<file path="src/rtl/clk_ctrl_pkg.sv">
// Purpose: Shared constants and types for the main clock controller
// Assumes: One 8-bit control/status register plus small interrupt registers
// Notes:   Periods are counted in oscillator clock cycles
package clk_ctrl_pkg;
  localparam int unsigned ADDR_W = 8;
  localparam int unsigned DATA_W = 8;
  // Register offsets
  localparam logic [7:0] OFF_CTRL_STATUS = 8'h2e;
  localparam logic [7:0] OFF_IRQ_STATUS  = 8'h40;
  localparam logic [7:0] OFF_IRQ_MASK    = 8'h41;
  localparam logic [7:0] OFF_POWER_MODE  = 8'h42;
  localparam logic [7:0] CTRL_RESET      = 8'h00;
  // Field positions
  localparam int unsigned BIT_FLAG    = 0;
  localparam int unsigned BIT_IEN     = 1;
  localparam int unsigned BIT_TB_LO   = 2;
  localparam int unsigned BIT_SMS     = 4;
  localparam int unsigned BIT_CP_LO   = 5;
  localparam int unsigned BIT_CLK_OUT = 7;
  // Timebase periods in oscillator cycles
  localparam logic [17:0] TB_PERIOD_0 = 18'd16000;
  localparam logic [17:0] TB_PERIOD_1 = 18'd32000;
  localparam logic [17:0] TB_PERIOD_2 = 18'd80000;
  localparam logic [17:0] TB_PERIOD_3 = 18'd200000;
  localparam int unsigned SLOW_DIV_W = 4;
  typedef enum logic [1:0] {PM_RUN, PM_WAIT, PM_ACTIVE_HALT, PM_HALT} power_mode_t;
  // Register image of the control/status word
  typedef struct packed {
    logic       clock_out_select;
    logic [1:0] slow_divider_select;
    logic       slow_mode_select;
    logic [1:0] timebase_select;
    logic       timebase_irq_enable;
    logic       timebase_irq_flag;
  } ctrl_status_t;
endpackage

</file>
<file path="src/rtl/clock_ctrl_timebase.sv">
// Purpose: Main clock controller: CPU prescaler, clock-out, real-time base
// Assumes: clock is the oscillator clock; power mode comes from the core
// Notes:   CPU clock is delivered as a one-cycle enable pulse
// Notes on behaviour
// RL1: In slow mode codes 00..11 of the slow divider give oscillator/2, /4, /8 or /16.
// RL2: Slow mode select 0 gives full oscillator rate, 1 applies the slow divider.
// RL3: Clock-out select 1 routes the oscillator clock onto the port pin, 0 frees it; here the pin toggles at half the oscillator rate.
// RL4: Timebase codes 00..11 give periods of 16000, 32000, 80000 or 200000 cycles.
// RL5: A new timebase choice takes effect only when the running period ends.
// RL6: The timebase flag is set each time the selected period completes.
// RL7: Reading the control/status register clears the flag; nothing else does.
// RL8: An interrupt request needs the flag, the enable bit and no CPU mask.
// RL9: With the enable bit set a halt instruction enters active halt, not halt.
// RL10: In wait mode the block runs unchanged and its interrupt exits wait.
// RL11: In active halt the counter runs, registers freeze, the interrupt wakes.
// RL12: In halt both counter and registers freeze and the timebase cannot wake.
// RL13: Reset clears every control/status bit.
// RL14: Software must avoid read-modify-write bit instructions on that register.
// RL15: The counter restarts from zero at the period end without software help.
//
// Local design decision: the strobed register port.
`timescale 1ns/1ps
`default_nettype none
module clock_ctrl_timebase
  import clk_ctrl_pkg::*;
(
  input  wire logic              clock,
  input  wire logic              rstn,
  input  wire logic [ADDR_W-1:0] addr,
  input  wire logic [DATA_W-1:0] wdata,
  input  wire logic              wr_en,
  input  wire logic              rd_en,
  output logic      [DATA_W-1:0] rdata,
  input  wire logic              cpu_irq_masked,
  input  wire logic              halt_exec,
  input  wire logic              wait_exec,
  input  wire logic              ext_wakeup,
  output logic                   cpu_clk_en,
  output logic                   clk_out_enable,
  output logic                   clk_out_level,
  output logic                   timebase_irq,
  output logic                   wakeup,
  output logic                   irq
);
  ctrl_status_t ctrl_r;
  power_mode_t  mode_r;
  logic [1:0]   tb_active_r;
  logic [17:0]  tb_count_r;
  logic [SLOW_DIV_W-1:0] div_r;
  logic [2:0]   ev_status_r;
  logic [2:0]   ev_mask_r;
  logic         clk_out_r;
  logic         period_end;
  logic         regs_live;
  logic         count_live;
  logic         rd_ctrl;
  logic         ext_s1_r;
  logic         ext_s2_r;

  // Period length for a timebase code
  function automatic logic [17:0] tb_period(input logic [1:0] sel);
    case (sel)
      2'b00:   tb_period = TB_PERIOD_0;
      2'b01:   tb_period = TB_PERIOD_1;
      2'b10:   tb_period = TB_PERIOD_2;
      default: tb_period = TB_PERIOD_3;
    endcase
  endfunction

  // Wake pin from outside the clock domain
  always_ff @(posedge clock or negedge rstn) begin
    if (!rstn) begin
      ext_s1_r <= 1'b0;
      ext_s2_r <= 1'b0;
    end else begin
      ext_s1_r <= ext_wakeup;
      ext_s2_r <= ext_s1_r;
    end
  end

  assign regs_live  = (mode_r == PM_RUN) || (mode_r == PM_WAIT); // RL11 RL12
  assign count_live = (mode_r != PM_HALT); // RL10 RL11 RL12
  assign period_end = count_live && (tb_count_r == tb_period(tb_active_r) - 18'd1);
  assign rd_ctrl    = rd_en && (addr == OFF_CTRL_STATUS) && regs_live;

  // Power mode tracking; a timebase event only wakes from wait or active halt
  always_ff @(posedge clock or negedge rstn) begin
    if (!rstn) begin
      mode_r <= PM_RUN;
    end else begin
      case (mode_r)
        PM_RUN: begin
          if (halt_exec) begin
            mode_r <= ctrl_r.timebase_irq_enable ? PM_ACTIVE_HALT : PM_HALT; // RL9
          end else if (wait_exec) begin
            mode_r <= PM_WAIT;
          end
        end
        PM_WAIT: begin
          if (period_end || ext_s2_r) mode_r <= PM_RUN; // RL10
        end
        PM_ACTIVE_HALT: begin
          if (period_end || ext_s2_r) mode_r <= PM_RUN; // RL11
        end
        default: begin
          if (ext_s2_r) mode_r <= PM_RUN; // RL12
        end
      endcase
    end
  end

  // Control/status register; set of the flag beats the read clear
  always_ff @(posedge clock or negedge rstn) begin
    if (!rstn) begin
      ctrl_r <= ctrl_status_t'(CTRL_RESET); // RL13
    end else if (regs_live) begin
      if (wr_en && addr == OFF_CTRL_STATUS) begin
        ctrl_r.clock_out_select    <= wdata[BIT_CLK_OUT];
        ctrl_r.slow_divider_select <= wdata[BIT_CP_LO +: 2];
        ctrl_r.slow_mode_select    <= wdata[BIT_SMS];
        ctrl_r.timebase_select     <= wdata[BIT_TB_LO +: 2];
        ctrl_r.timebase_irq_enable <= wdata[BIT_IEN];
      end
      if (period_end) begin
        ctrl_r.timebase_irq_flag <= 1'b1; // RL6
      end else if (rd_ctrl) begin
        ctrl_r.timebase_irq_flag <= 1'b0; // RL7
      end
    end else if (period_end) begin
      ctrl_r.timebase_irq_flag <= 1'b1; // RL11
    end
  end

  // Timebase counter; selection latched only at the period boundary
  always_ff @(posedge clock or negedge rstn) begin
    if (!rstn) begin
      tb_count_r  <= 18'd0;
      tb_active_r <= 2'b00;
    end else if (count_live) begin
      if (period_end) begin
        tb_count_r  <= 18'd0; // RL15
        tb_active_r <= ctrl_r.timebase_select; // RL5
      end else begin
        tb_count_r <= tb_count_r + 18'd1; // RL4
      end
    end
  end

  // CPU clock enable from the slow prescaler
  always_ff @(posedge clock or negedge rstn) begin
    if (!rstn) begin
      div_r      <= '0;
      cpu_clk_en <= 1'b0;
    end else begin
      div_r <= div_r + 1'b1;
      if (!ctrl_r.slow_mode_select) begin
        cpu_clk_en <= 1'b1; // RL2
      end else begin
        case (ctrl_r.slow_divider_select) // RL1
          2'b00:   cpu_clk_en <= (div_r[0]   == 1'b1);
          2'b01:   cpu_clk_en <= (div_r[1:0] == 2'b11);
          2'b10:   cpu_clk_en <= (div_r[2:0] == 3'b111);
          default: cpu_clk_en <= (div_r      == 4'hf);
        endcase
      end
    end
  end

  // Clock out as a toggle at half rate; a register keeps the pin glitch free
  always_ff @(posedge clock or negedge rstn) begin
    if (!rstn) begin
      clk_out_r <= 1'b0;
    end else if (ctrl_r.clock_out_select) begin
      clk_out_r <= ~clk_out_r; // RL3
    end else begin
      clk_out_r <= 1'b0;
    end
  end
  assign clk_out_level  = clk_out_r;
  assign clk_out_enable = ctrl_r.clock_out_select; // RL3

  // Interrupt glue: sticky events (period, wake, read clear), write-one clear
  always_ff @(posedge clock or negedge rstn) begin
    if (!rstn) begin
      ev_status_r <= 3'b000;
      ev_mask_r   <= 3'b000;
    end else begin
      if (wr_en && addr == OFF_IRQ_MASK) ev_mask_r <= wdata[2:0];
      ev_status_r <= (ev_status_r & ~((wr_en && addr == OFF_IRQ_STATUS) ? wdata[2:0] : 3'b000))
                     | {rd_ctrl, (mode_r != PM_RUN) && (period_end || ext_s2_r), period_end};
    end
  end
  assign irq = |(ev_status_r & ev_mask_r);

  assign timebase_irq = ctrl_r.timebase_irq_flag && ctrl_r.timebase_irq_enable
                        && !cpu_irq_masked; // RL8
  assign wakeup = (mode_r != PM_RUN) && (mode_r != PM_HALT) && period_end; // RL10 RL11

  // Read data, one cycle later; unmapped reads zero
  always_ff @(posedge clock or negedge rstn) begin
    if (!rstn) begin
      rdata <= '0;
    end else if (rd_en) begin
      if (addr == OFF_CTRL_STATUS) rdata <= ctrl_r;
      else if (addr == OFF_IRQ_STATUS) rdata <= {5'h00, ev_status_r};
      else if (addr == OFF_IRQ_MASK) rdata <= {5'h00, ev_mask_r};
      else if (addr == OFF_POWER_MODE) rdata <= {6'h00, mode_r};
      else rdata <= '0;
    end
  end

  // Checks
  a_flag_on_end: assert property (@(posedge clock) disable iff (!rstn)
    period_end |=> ctrl_r.timebase_irq_flag) else $error("flag not set"); // RL6
  a_read_clears: assert property (@(posedge clock) disable iff (!rstn)
    rd_ctrl && !period_end |=> !ctrl_r.timebase_irq_flag) else $error("flag not cleared"); // RL7
  a_irq_gating: assert property (@(posedge clock) disable iff (!rstn)
    timebase_irq |-> ctrl_r.timebase_irq_flag && ctrl_r.timebase_irq_enable) else $error("bad irq"); // RL8
  a_halt_choice: assert property (@(posedge clock) disable iff (!rstn)
    mode_r == PM_RUN && halt_exec && ctrl_r.timebase_irq_enable |=> mode_r == PM_ACTIVE_HALT)
    else $error("no active halt"); // RL9
  a_halt_frozen: assert property (@(posedge clock) disable iff (!rstn)
    mode_r == PM_HALT && $past(mode_r) == PM_HALT |-> $stable(tb_count_r)) else $error("counter ran"); // RL12
  a_ahalt_regs: assert property (@(posedge clock) disable iff (!rstn)
    mode_r == PM_ACTIVE_HALT |=> $stable(ctrl_r.timebase_select)) else $error("regs moved"); // RL11
  a_sel_defer: assert property (@(posedge clock) disable iff (!rstn)
    !period_end |=> $stable(tb_active_r)) else $error("early select"); // RL5
  a_count_wrap: assert property (@(posedge clock) disable iff (!rstn)
    period_end |=> tb_count_r == 18'd0) else $error("no wrap"); // RL15
  a_full_speed: assert property (@(posedge clock) disable iff (!rstn) // RL2
    !ctrl_r.slow_mode_select ##1 !ctrl_r.slow_mode_select ##1 !ctrl_r.slow_mode_select |-> cpu_clk_en)
    else $error("slow");
  a_div_two: assert property (@(posedge clock) disable iff (!rstn)
    ctrl_r.slow_mode_select && ctrl_r.slow_divider_select == 2'b00 && cpu_clk_en
    |=> !cpu_clk_en) else $error("div2"); // RL1
  a_clk_out_off: assert property (@(posedge clock) disable iff (!rstn)
    !ctrl_r.clock_out_select |=> !clk_out_level) else $error("pin driven"); // RL3
  c_period: cover property (@(posedge clock) disable iff (!rstn) period_end);
  c_ahalt_wake: cover property (@(posedge clock) disable iff (!rstn)
    mode_r == PM_ACTIVE_HALT && period_end);
  c_slow16: cover property (@(posedge clock) disable iff (!rstn)
    ctrl_r.slow_mode_select && ctrl_r.slow_divider_select == 2'b11 && cpu_clk_en);
  c_wait_wake: cover property (@(posedge clock) disable iff (!rstn)
    mode_r == PM_WAIT && period_end);

  // Checker helpers: read only by the assertions below. They keep their own
  // count of CPU clock spacing so a broken prescaler cannot hide behind itself.
  localparam logic [4:0] SLOW_LEN_2     = 5'd2;
  localparam logic [4:0] SLOW_LEN_4     = 5'd4;
  localparam logic [4:0] SLOW_LEN_8     = 5'd8;
  localparam logic [4:0] SLOW_LEN_16    = 5'd16;
  localparam logic [1:0] PULSES_SETTLED = 2'd3;

  // Spacing of CPU clock pulses for a slow divider code
  function automatic logic [4:0] slow_len(input logic [1:0] sel);
    case (sel)
      2'b00:   slow_len = SLOW_LEN_2;
      2'b01:   slow_len = SLOW_LEN_4;
      2'b10:   slow_len = SLOW_LEN_8;
      default: slow_len = SLOW_LEN_16;
    endcase
  endfunction

  logic [4:0] cpu_gap_r;
  logic [1:0] cpu_seen_r;

  // Cycles since the last CPU pulse; the first pulses after a control write
  // may still carry the old spacing, so checking waits for three of them
  always_ff @(posedge clock or negedge rstn) begin
    if (!rstn) begin
      cpu_gap_r  <= '0;
      cpu_seen_r <= '0;
    end else begin
      if (cpu_clk_en) begin
        cpu_gap_r <= '0;
      end else begin
        cpu_gap_r <= cpu_gap_r + 5'd1;
      end
      if (wr_en && addr == OFF_CTRL_STATUS) begin
        cpu_seen_r <= '0;
      end else if (cpu_clk_en && cpu_seen_r != PULSES_SETTLED) begin
        cpu_seen_r <= cpu_seen_r + 2'd1;
      end
    end
  end

  // Power mode exits: the timebase ends wait and active halt, never halt
  a_wait_exit: assert property (@(posedge clock) disable iff (!rstn) // RL10
    mode_r == PM_WAIT && period_end |=> mode_r == PM_RUN)
    else $error("wait not left");
  a_ahalt_exit: assert property (@(posedge clock) disable iff (!rstn) // RL11
    mode_r == PM_ACTIVE_HALT && period_end |=> mode_r == PM_RUN)
    else $error("active halt not left");
  a_halt_no_tb: assert property (@(posedge clock) disable iff (!rstn) // RL12
    mode_r == PM_HALT && !ext_s2_r |=> mode_r == PM_HALT)
    else $error("halt left without wake");
  a_ext_resume: assert property (@(posedge clock) disable iff (!rstn) // RL12
    mode_r != PM_RUN && ext_s2_r |=> mode_r == PM_RUN)
    else $error("wake pin ignored");

  // Halt entry without the enable bit, and frozen registers in halt
  // A control/status write that lands in halt is lost, not queued for the wake
  a_halt_plain: assert property (@(posedge clock) disable iff (!rstn) // RL9
    mode_r == PM_RUN && halt_exec && !ctrl_r.timebase_irq_enable |=> mode_r == PM_HALT)
    else $error("no full halt");
  a_halt_regs: assert property (@(posedge clock) disable iff (!rstn) // RL12
    mode_r == PM_HALT |=> $stable(ctrl_r))
    else $error("regs moved in halt");

  // Flag is only set by the period end and only cleared by a live read
  a_flag_hold: assert property (@(posedge clock) disable iff (!rstn) // RL7
    ctrl_r.timebase_irq_flag && !rd_ctrl |=> ctrl_r.timebase_irq_flag)
    else $error("flag lost");
  a_flag_no_sw: assert property (@(posedge clock) disable iff (!rstn) // RL6
    !ctrl_r.timebase_irq_flag && !period_end |=> !ctrl_r.timebase_irq_flag)
    else $error("flag set without period end");
  a_ahalt_read: assert property (@(posedge clock) disable iff (!rstn) // RL11
    mode_r == PM_ACTIVE_HALT && rd_en && addr == OFF_CTRL_STATUS && ctrl_r.timebase_irq_flag
    |=> ctrl_r.timebase_irq_flag) else $error("frozen flag cleared");

  // Request gating by the CPU mask
  a_irq_masked: assert property (@(posedge clock) disable iff (!rstn) // RL8
    cpu_irq_masked |-> !timebase_irq)
    else $error("masked request");
  a_irq_request: assert property (@(posedge clock) disable iff (!rstn) // RL8
    ctrl_r.timebase_irq_flag && ctrl_r.timebase_irq_enable && !cpu_irq_masked |-> timebase_irq)
    else $error("request missing");

  // Counter range, deferred selection and wake pulse
  a_count_bound: assert property (@(posedge clock) disable iff (!rstn) // RL4
    tb_count_r < tb_period(tb_active_r))
    else $error("count beyond period");
  a_sel_latch: assert property (@(posedge clock) disable iff (!rstn) // RL5
    period_end |=> tb_active_r == $past(ctrl_r.timebase_select))
    else $error("selection not taken");
  a_wake_pulse: assert property (@(posedge clock) disable iff (!rstn) // RL10
    mode_r == PM_WAIT && period_end |-> wakeup)
    else $error("no wake pulse");

  // Clock-out toggles every cycle while selected; prescaler spacing in slow mode
  a_clk_out_runs: assert property (@(posedge clock) disable iff (!rstn) // RL3
    ctrl_r.clock_out_select ##1 ctrl_r.clock_out_select |-> $changed(clk_out_level))
    else $error("clock out stuck");
  a_slow_spacing: assert property (@(posedge clock) disable iff (!rstn) // RL1
    ctrl_r.slow_mode_select && cpu_clk_en && cpu_seen_r == PULSES_SETTLED
    |-> cpu_gap_r == slow_len(ctrl_r.slow_divider_select) - 5'd1) else $error("slow spacing");
endmodule
`default_nettype wire

</file>
<file path="config.mk">
export PLATFORM = sky130hd
export DESIGN_NAME = clock_ctrl_timebase
export DESIGN_NICKNAME = d
export VERILOG_FILES = /design/src/rtl/clk_ctrl_pkg.sv /design/src/rtl/clock_ctrl_timebase.sv
export SDC_FILE = /design/constraint.sdc
export NUM_CORES = 1
export LEC_CHECK = 0
export ABC_AREA = 1
export BUFFER_PORTS_ARGS = -buffer_cell sky130_fd_sc_hd__buf_2
export CAP_MARGIN = 20
export CORE_AREA = 2 2 73 75
export CTS_BUF_LIST = sky130_fd_sc_hd__clkbuf_8
export CTS_CLUSTER_SIZE = 12
export DETAILED_ROUTE_END_ITERATION = 10
export DIE_AREA = 0 0 75 77
export PLACE_DENSITY = 0.72
export RECOVER_POWER = 100
export SKIP_CTS_REPAIR_TIMING = 1
export SLEW_MARGIN = 20
export SYNTH_ARGS = -nofsm -noshare
export SYNTH_HDL_FRONTEND = slang
export SYNTH_SLANG_ARGS = --single-unit
export TNS_END_PERCENT = 10
</file>
<file path="constraint.sdc">
create_clock -name clock -period 2.53 [get_ports clock]
set_input_delay 0.1265 -clock clock [delete_from_list [all_inputs] [get_ports clock]]
set_output_delay 0.1265 -clock clock [all_outputs]
set_load 0.005 [all_outputs]
</file>
==> impl.org <==
** GRT
- Overflow after GRT :: 0
- Global-route wire length before repair :: around 9700 µm
- Number of antenna violations at the first check in global routing :: 0
- Entering global routing, the biggest net connects between 50 and 60 pins.
- The via count of the first global-routing pass was between 2k and 2.5k.
- Overall global routing resource usage :: 0.214

** Hold path
- Type of the tightest min-delay check :: input port to register
- Hold path startpoint :: wdata[7]

** Finish
- The area growth from synthesis to layout is 13.4%.
- Registers take 0.00130 mm².
- Final non-filler cell total :: approximately 450
- Count of antenna diodes in the layout :: 0
- Of the cells placed in the final design, the portion with a size suffix greater than 1 is 0.122.
- The final layout contains ~400 nets.
- Area of combinational cells with multiple inputs :: between 0.001 and 0.0015 mm²
- Counting the fill cells in the layout gives approximately 470.

** Placement
- The count of buffers added on input and output ports is 37.
- At the end of routability-driven placement, the weighted congestion stood at about 0.84.
- Dpl hpwl :: 4020 µm
- In this run, placement finished with an instance count of about 440.

** Die
- Initial core utilization :: 0.537
- Measured along the x axis, the die boundary spans between 70 and 80 µm.
- Pin placement for this block handled 38 I/O pins.
- Overall die area :: between 0.005 and 0.006 mm²
- Row generation in the floorplan step produced 26 rows.
- Die Y-Extent :: about 77 µm
- The core region is roughly 0.005 mm².

** Route
- Iter 0 DRT Violations :: ~120
- Detailed-routing iteration count for the pre-antenna-repair pass :: 4
- In the routed design, unresolved DRC markers number 0.
- Detail-routed via count per cell :: a little over 5
- In this run the remaining antenna-violating nets after routing total 0.
- Total number of vias :: about 2.2k
- For this block, the routed nets add up to around 5400 µm of wire.
- After detailed routing, the average wire length per cell comes to about 12 µm.

** Timing
- Slew Limit Fails :: 0
- In the final timing run, aggregate negative setup slack is 0 ns.
- For this run, the top clock speed supported by timing is roughly 450 MHz.
- Transition time at the pin with the least slew margin :: around 1.2 ns
- Total count of hold-check failures in the final report :: 0
- Period utilisation layout :: 0.881
- Unrepaired setup endpoints after global routing :: false
- The clock period could shrink to approximately 2.2 ns.
- Relative slew slack :: 0.182
- Fin Clk Skew :: between 0.005 and 0.006 ns
- Final setup vio count :: 0

** CTS
- Buffers from clock root to sink, at most :: 2
- After clock tree synthesis, the clock-pin slew on the worst setup and hold paths is 0.09 ns.
- Clock tree synthesis inserted a total of 5 buffers.
- Clock latency on the worst-skew pair :: about 0.30 ns
- The H-tree generated during clock tree synthesis spans 2 levels.
- TritonCTS built the clock tree.
- CTS saw 52 sinks.
- Root buffer cell :: clkbuf_8

** Yosys
- Share of synthesized flip-flops with an asynchronous set or reset :: 1.00
- Among all flip-flop cells after synthesis, the most frequent one is dfrtp_1.
- Total standard cell area after synthesis :: around 0.0027 mm²
- Count of different cell masters after synthesis :: 33
- By count the netlist is led by 94 x nand2_1, 52 x dfrtp_1, 43 x inv_1.
- For this run, the register share of the synthesized area comes to 0.487.
- After synthesis, the mean cell area works out to slightly above 8 µm².
- The synthesized design contains 52 register bits.
- During synthesis, Yosys emitted a total of 0 warnings.
- Syn Inst Count :: between 300 and 400
- The share of synthesized area in the top cell type comes to 0.487.
- After synthesis, the cell types taking the most area are dfrtp_1 49%, nand2_1 13%, inv_1 6.0%, nor2_1 5.1%, nand3_1 3.2%.
- Leading cell type by number of instances after synthesis :: nand2_1
- Library cell with the largest summed area after synthesis :: dfrtp_1
- The number of nets in the synthesized netlist is between 300 and 400.
- Number of synthesized flops with an enable pin :: 0

** Setup path
- In this run the worst setup path begins at mode_r[0].
- The worst setup path is launched from a register.
- Arrival time at the worst endpoint :: 2.10 ns
- The worst setup path is of the register to primary output kind.
- Max FO, Critical Path :: 16
- The worst register-to-register path begins at mode_r[0].
- Worst Setup End Kind :: primary output
- Data on the critical path is required at its endpoint by around 2.4 ns.

** Run
- The tool flagged a number of max-cap violations equal to 0.

** Run status
- Status :: completed

** Power and ir drop
- Power after layout :: 0.00207 W
- Static leakage :: roughly 1.5 nW
- Across the VDD grid, the largest voltage drop is a little under 0.4 mV.
- Pwr dens :: about 680 mW/mm²
[placed cells by master (no fill, tap or decap), types with 2 or more instances in the layout]
cell type,instances
ha_1,6
o211ai_1,3
clkbuf_1,10
nor3b_1,2
o21ai_0,21
buf_2,27
xor2_1,6
dfrtp_1,52
nand3b_1,2
xnor2_1,4
nor3_1,4
nand3_1,19
a21oi_1,15
inv_1,43
nand2_1,94
inv_2,2
clkbuf_8,6
nor4_1,3
nand4_1,4
nor2_1,37
dlygate4sd3_1,2
[per-stage QoR]
stage,instance area [µm²],hold slack [ns],utilization,setup WS (ns)
finish,3030,0.0706,0.609,0.300
detailed placement,2940,0.237,0.590,0.504
global route,3030,0.0633,0.609,0.105
CTS,3060,-0.0903,0.614,0.232
floorplan,2670,-0.169,-,0.864
global placement,2940,0.236,0.590,0.595
[worst max-delay path, cell delays in order, from the launching register on]
cell and delay (ns):
dfrtp_1 0.45, ha_1 0.28, inv_2 0.14, nand4_4 0.12, nor2_4 0.13, nand2_1 0.06, inv_1 0.06, nand3_2 0.26
nor2_1 0.16, clkbuf_1 0.12
[state kept, by name (all words and copies together), names as in the netlist]
signal,flops
clk_out_enable,1
clk_out_level,1
cpu_clk_en,1
ctrl_r,7
div_r,4
ev_mask_r,3
ev_status_r,3
ext_s1_r,1
ext_s2_r,1
mode_r,2
rdata,8
tb_active_r,2
tb_count_r,18
[logic make-up (layout without fill, tap and decap cells)]
family,count (synthesis),in the layout,synth area share
flops,52,52,0.487
fa+ha+maj,6,6,0.0281
buf+inv,48,94,0.0707
xor+xnor,10,10,0.0328
compound gates,41,41,0.0866
simple gates,173,173,0.295
[routing by layer]
| metal | global-route usage | vias up | routed length [µm] |
|---|---|---|---|
| met3 | 0.0407 | 10 | 190 |
| met4 | 0.0661 | 0 | 114 |
| met2 | 0.339 | 51 | 2550 |
| met5 | 0 | - | 0 |
| li1 | - | 1140 | - |
| met1 | 0.294 | 1044 | 2560 |
[where the power goes]
part	leakage (nW)	switching, W	internal [W]
Combinational	0.810	0.000257	0.000178
Clock	0.0614	0.000275	0.000324
Sequential	0.656	0.000109	0.000932
[area by class of cell]
type / count / area share
Clock buffer: 6 / 0.0272
Clock inverter: 2 / 0.0128
Inverter: 46 / 0.0570
Multi-Input combinational cell: 230 / 0.380
Sequential cell: 52 / 0.429
Tap cell: 70 / 0.0289
Timing Repair Buffer: 40 / 0.0652
[final timing paths]
path,end,slack (ns),depth (start not counted)
min reg2reg,ext_s2_r,0.36,0
min,clk_out_enable,0.07,3
max,wakeup,0.30,9
max in group asynchronous,div_r[2],1.10,3
min in group asynchronous,ext_s2_r,0.69,3
max reg2reg,tb_count_r[16],0.43,9
Note: power is estimated with default switching activity, not from simulation.
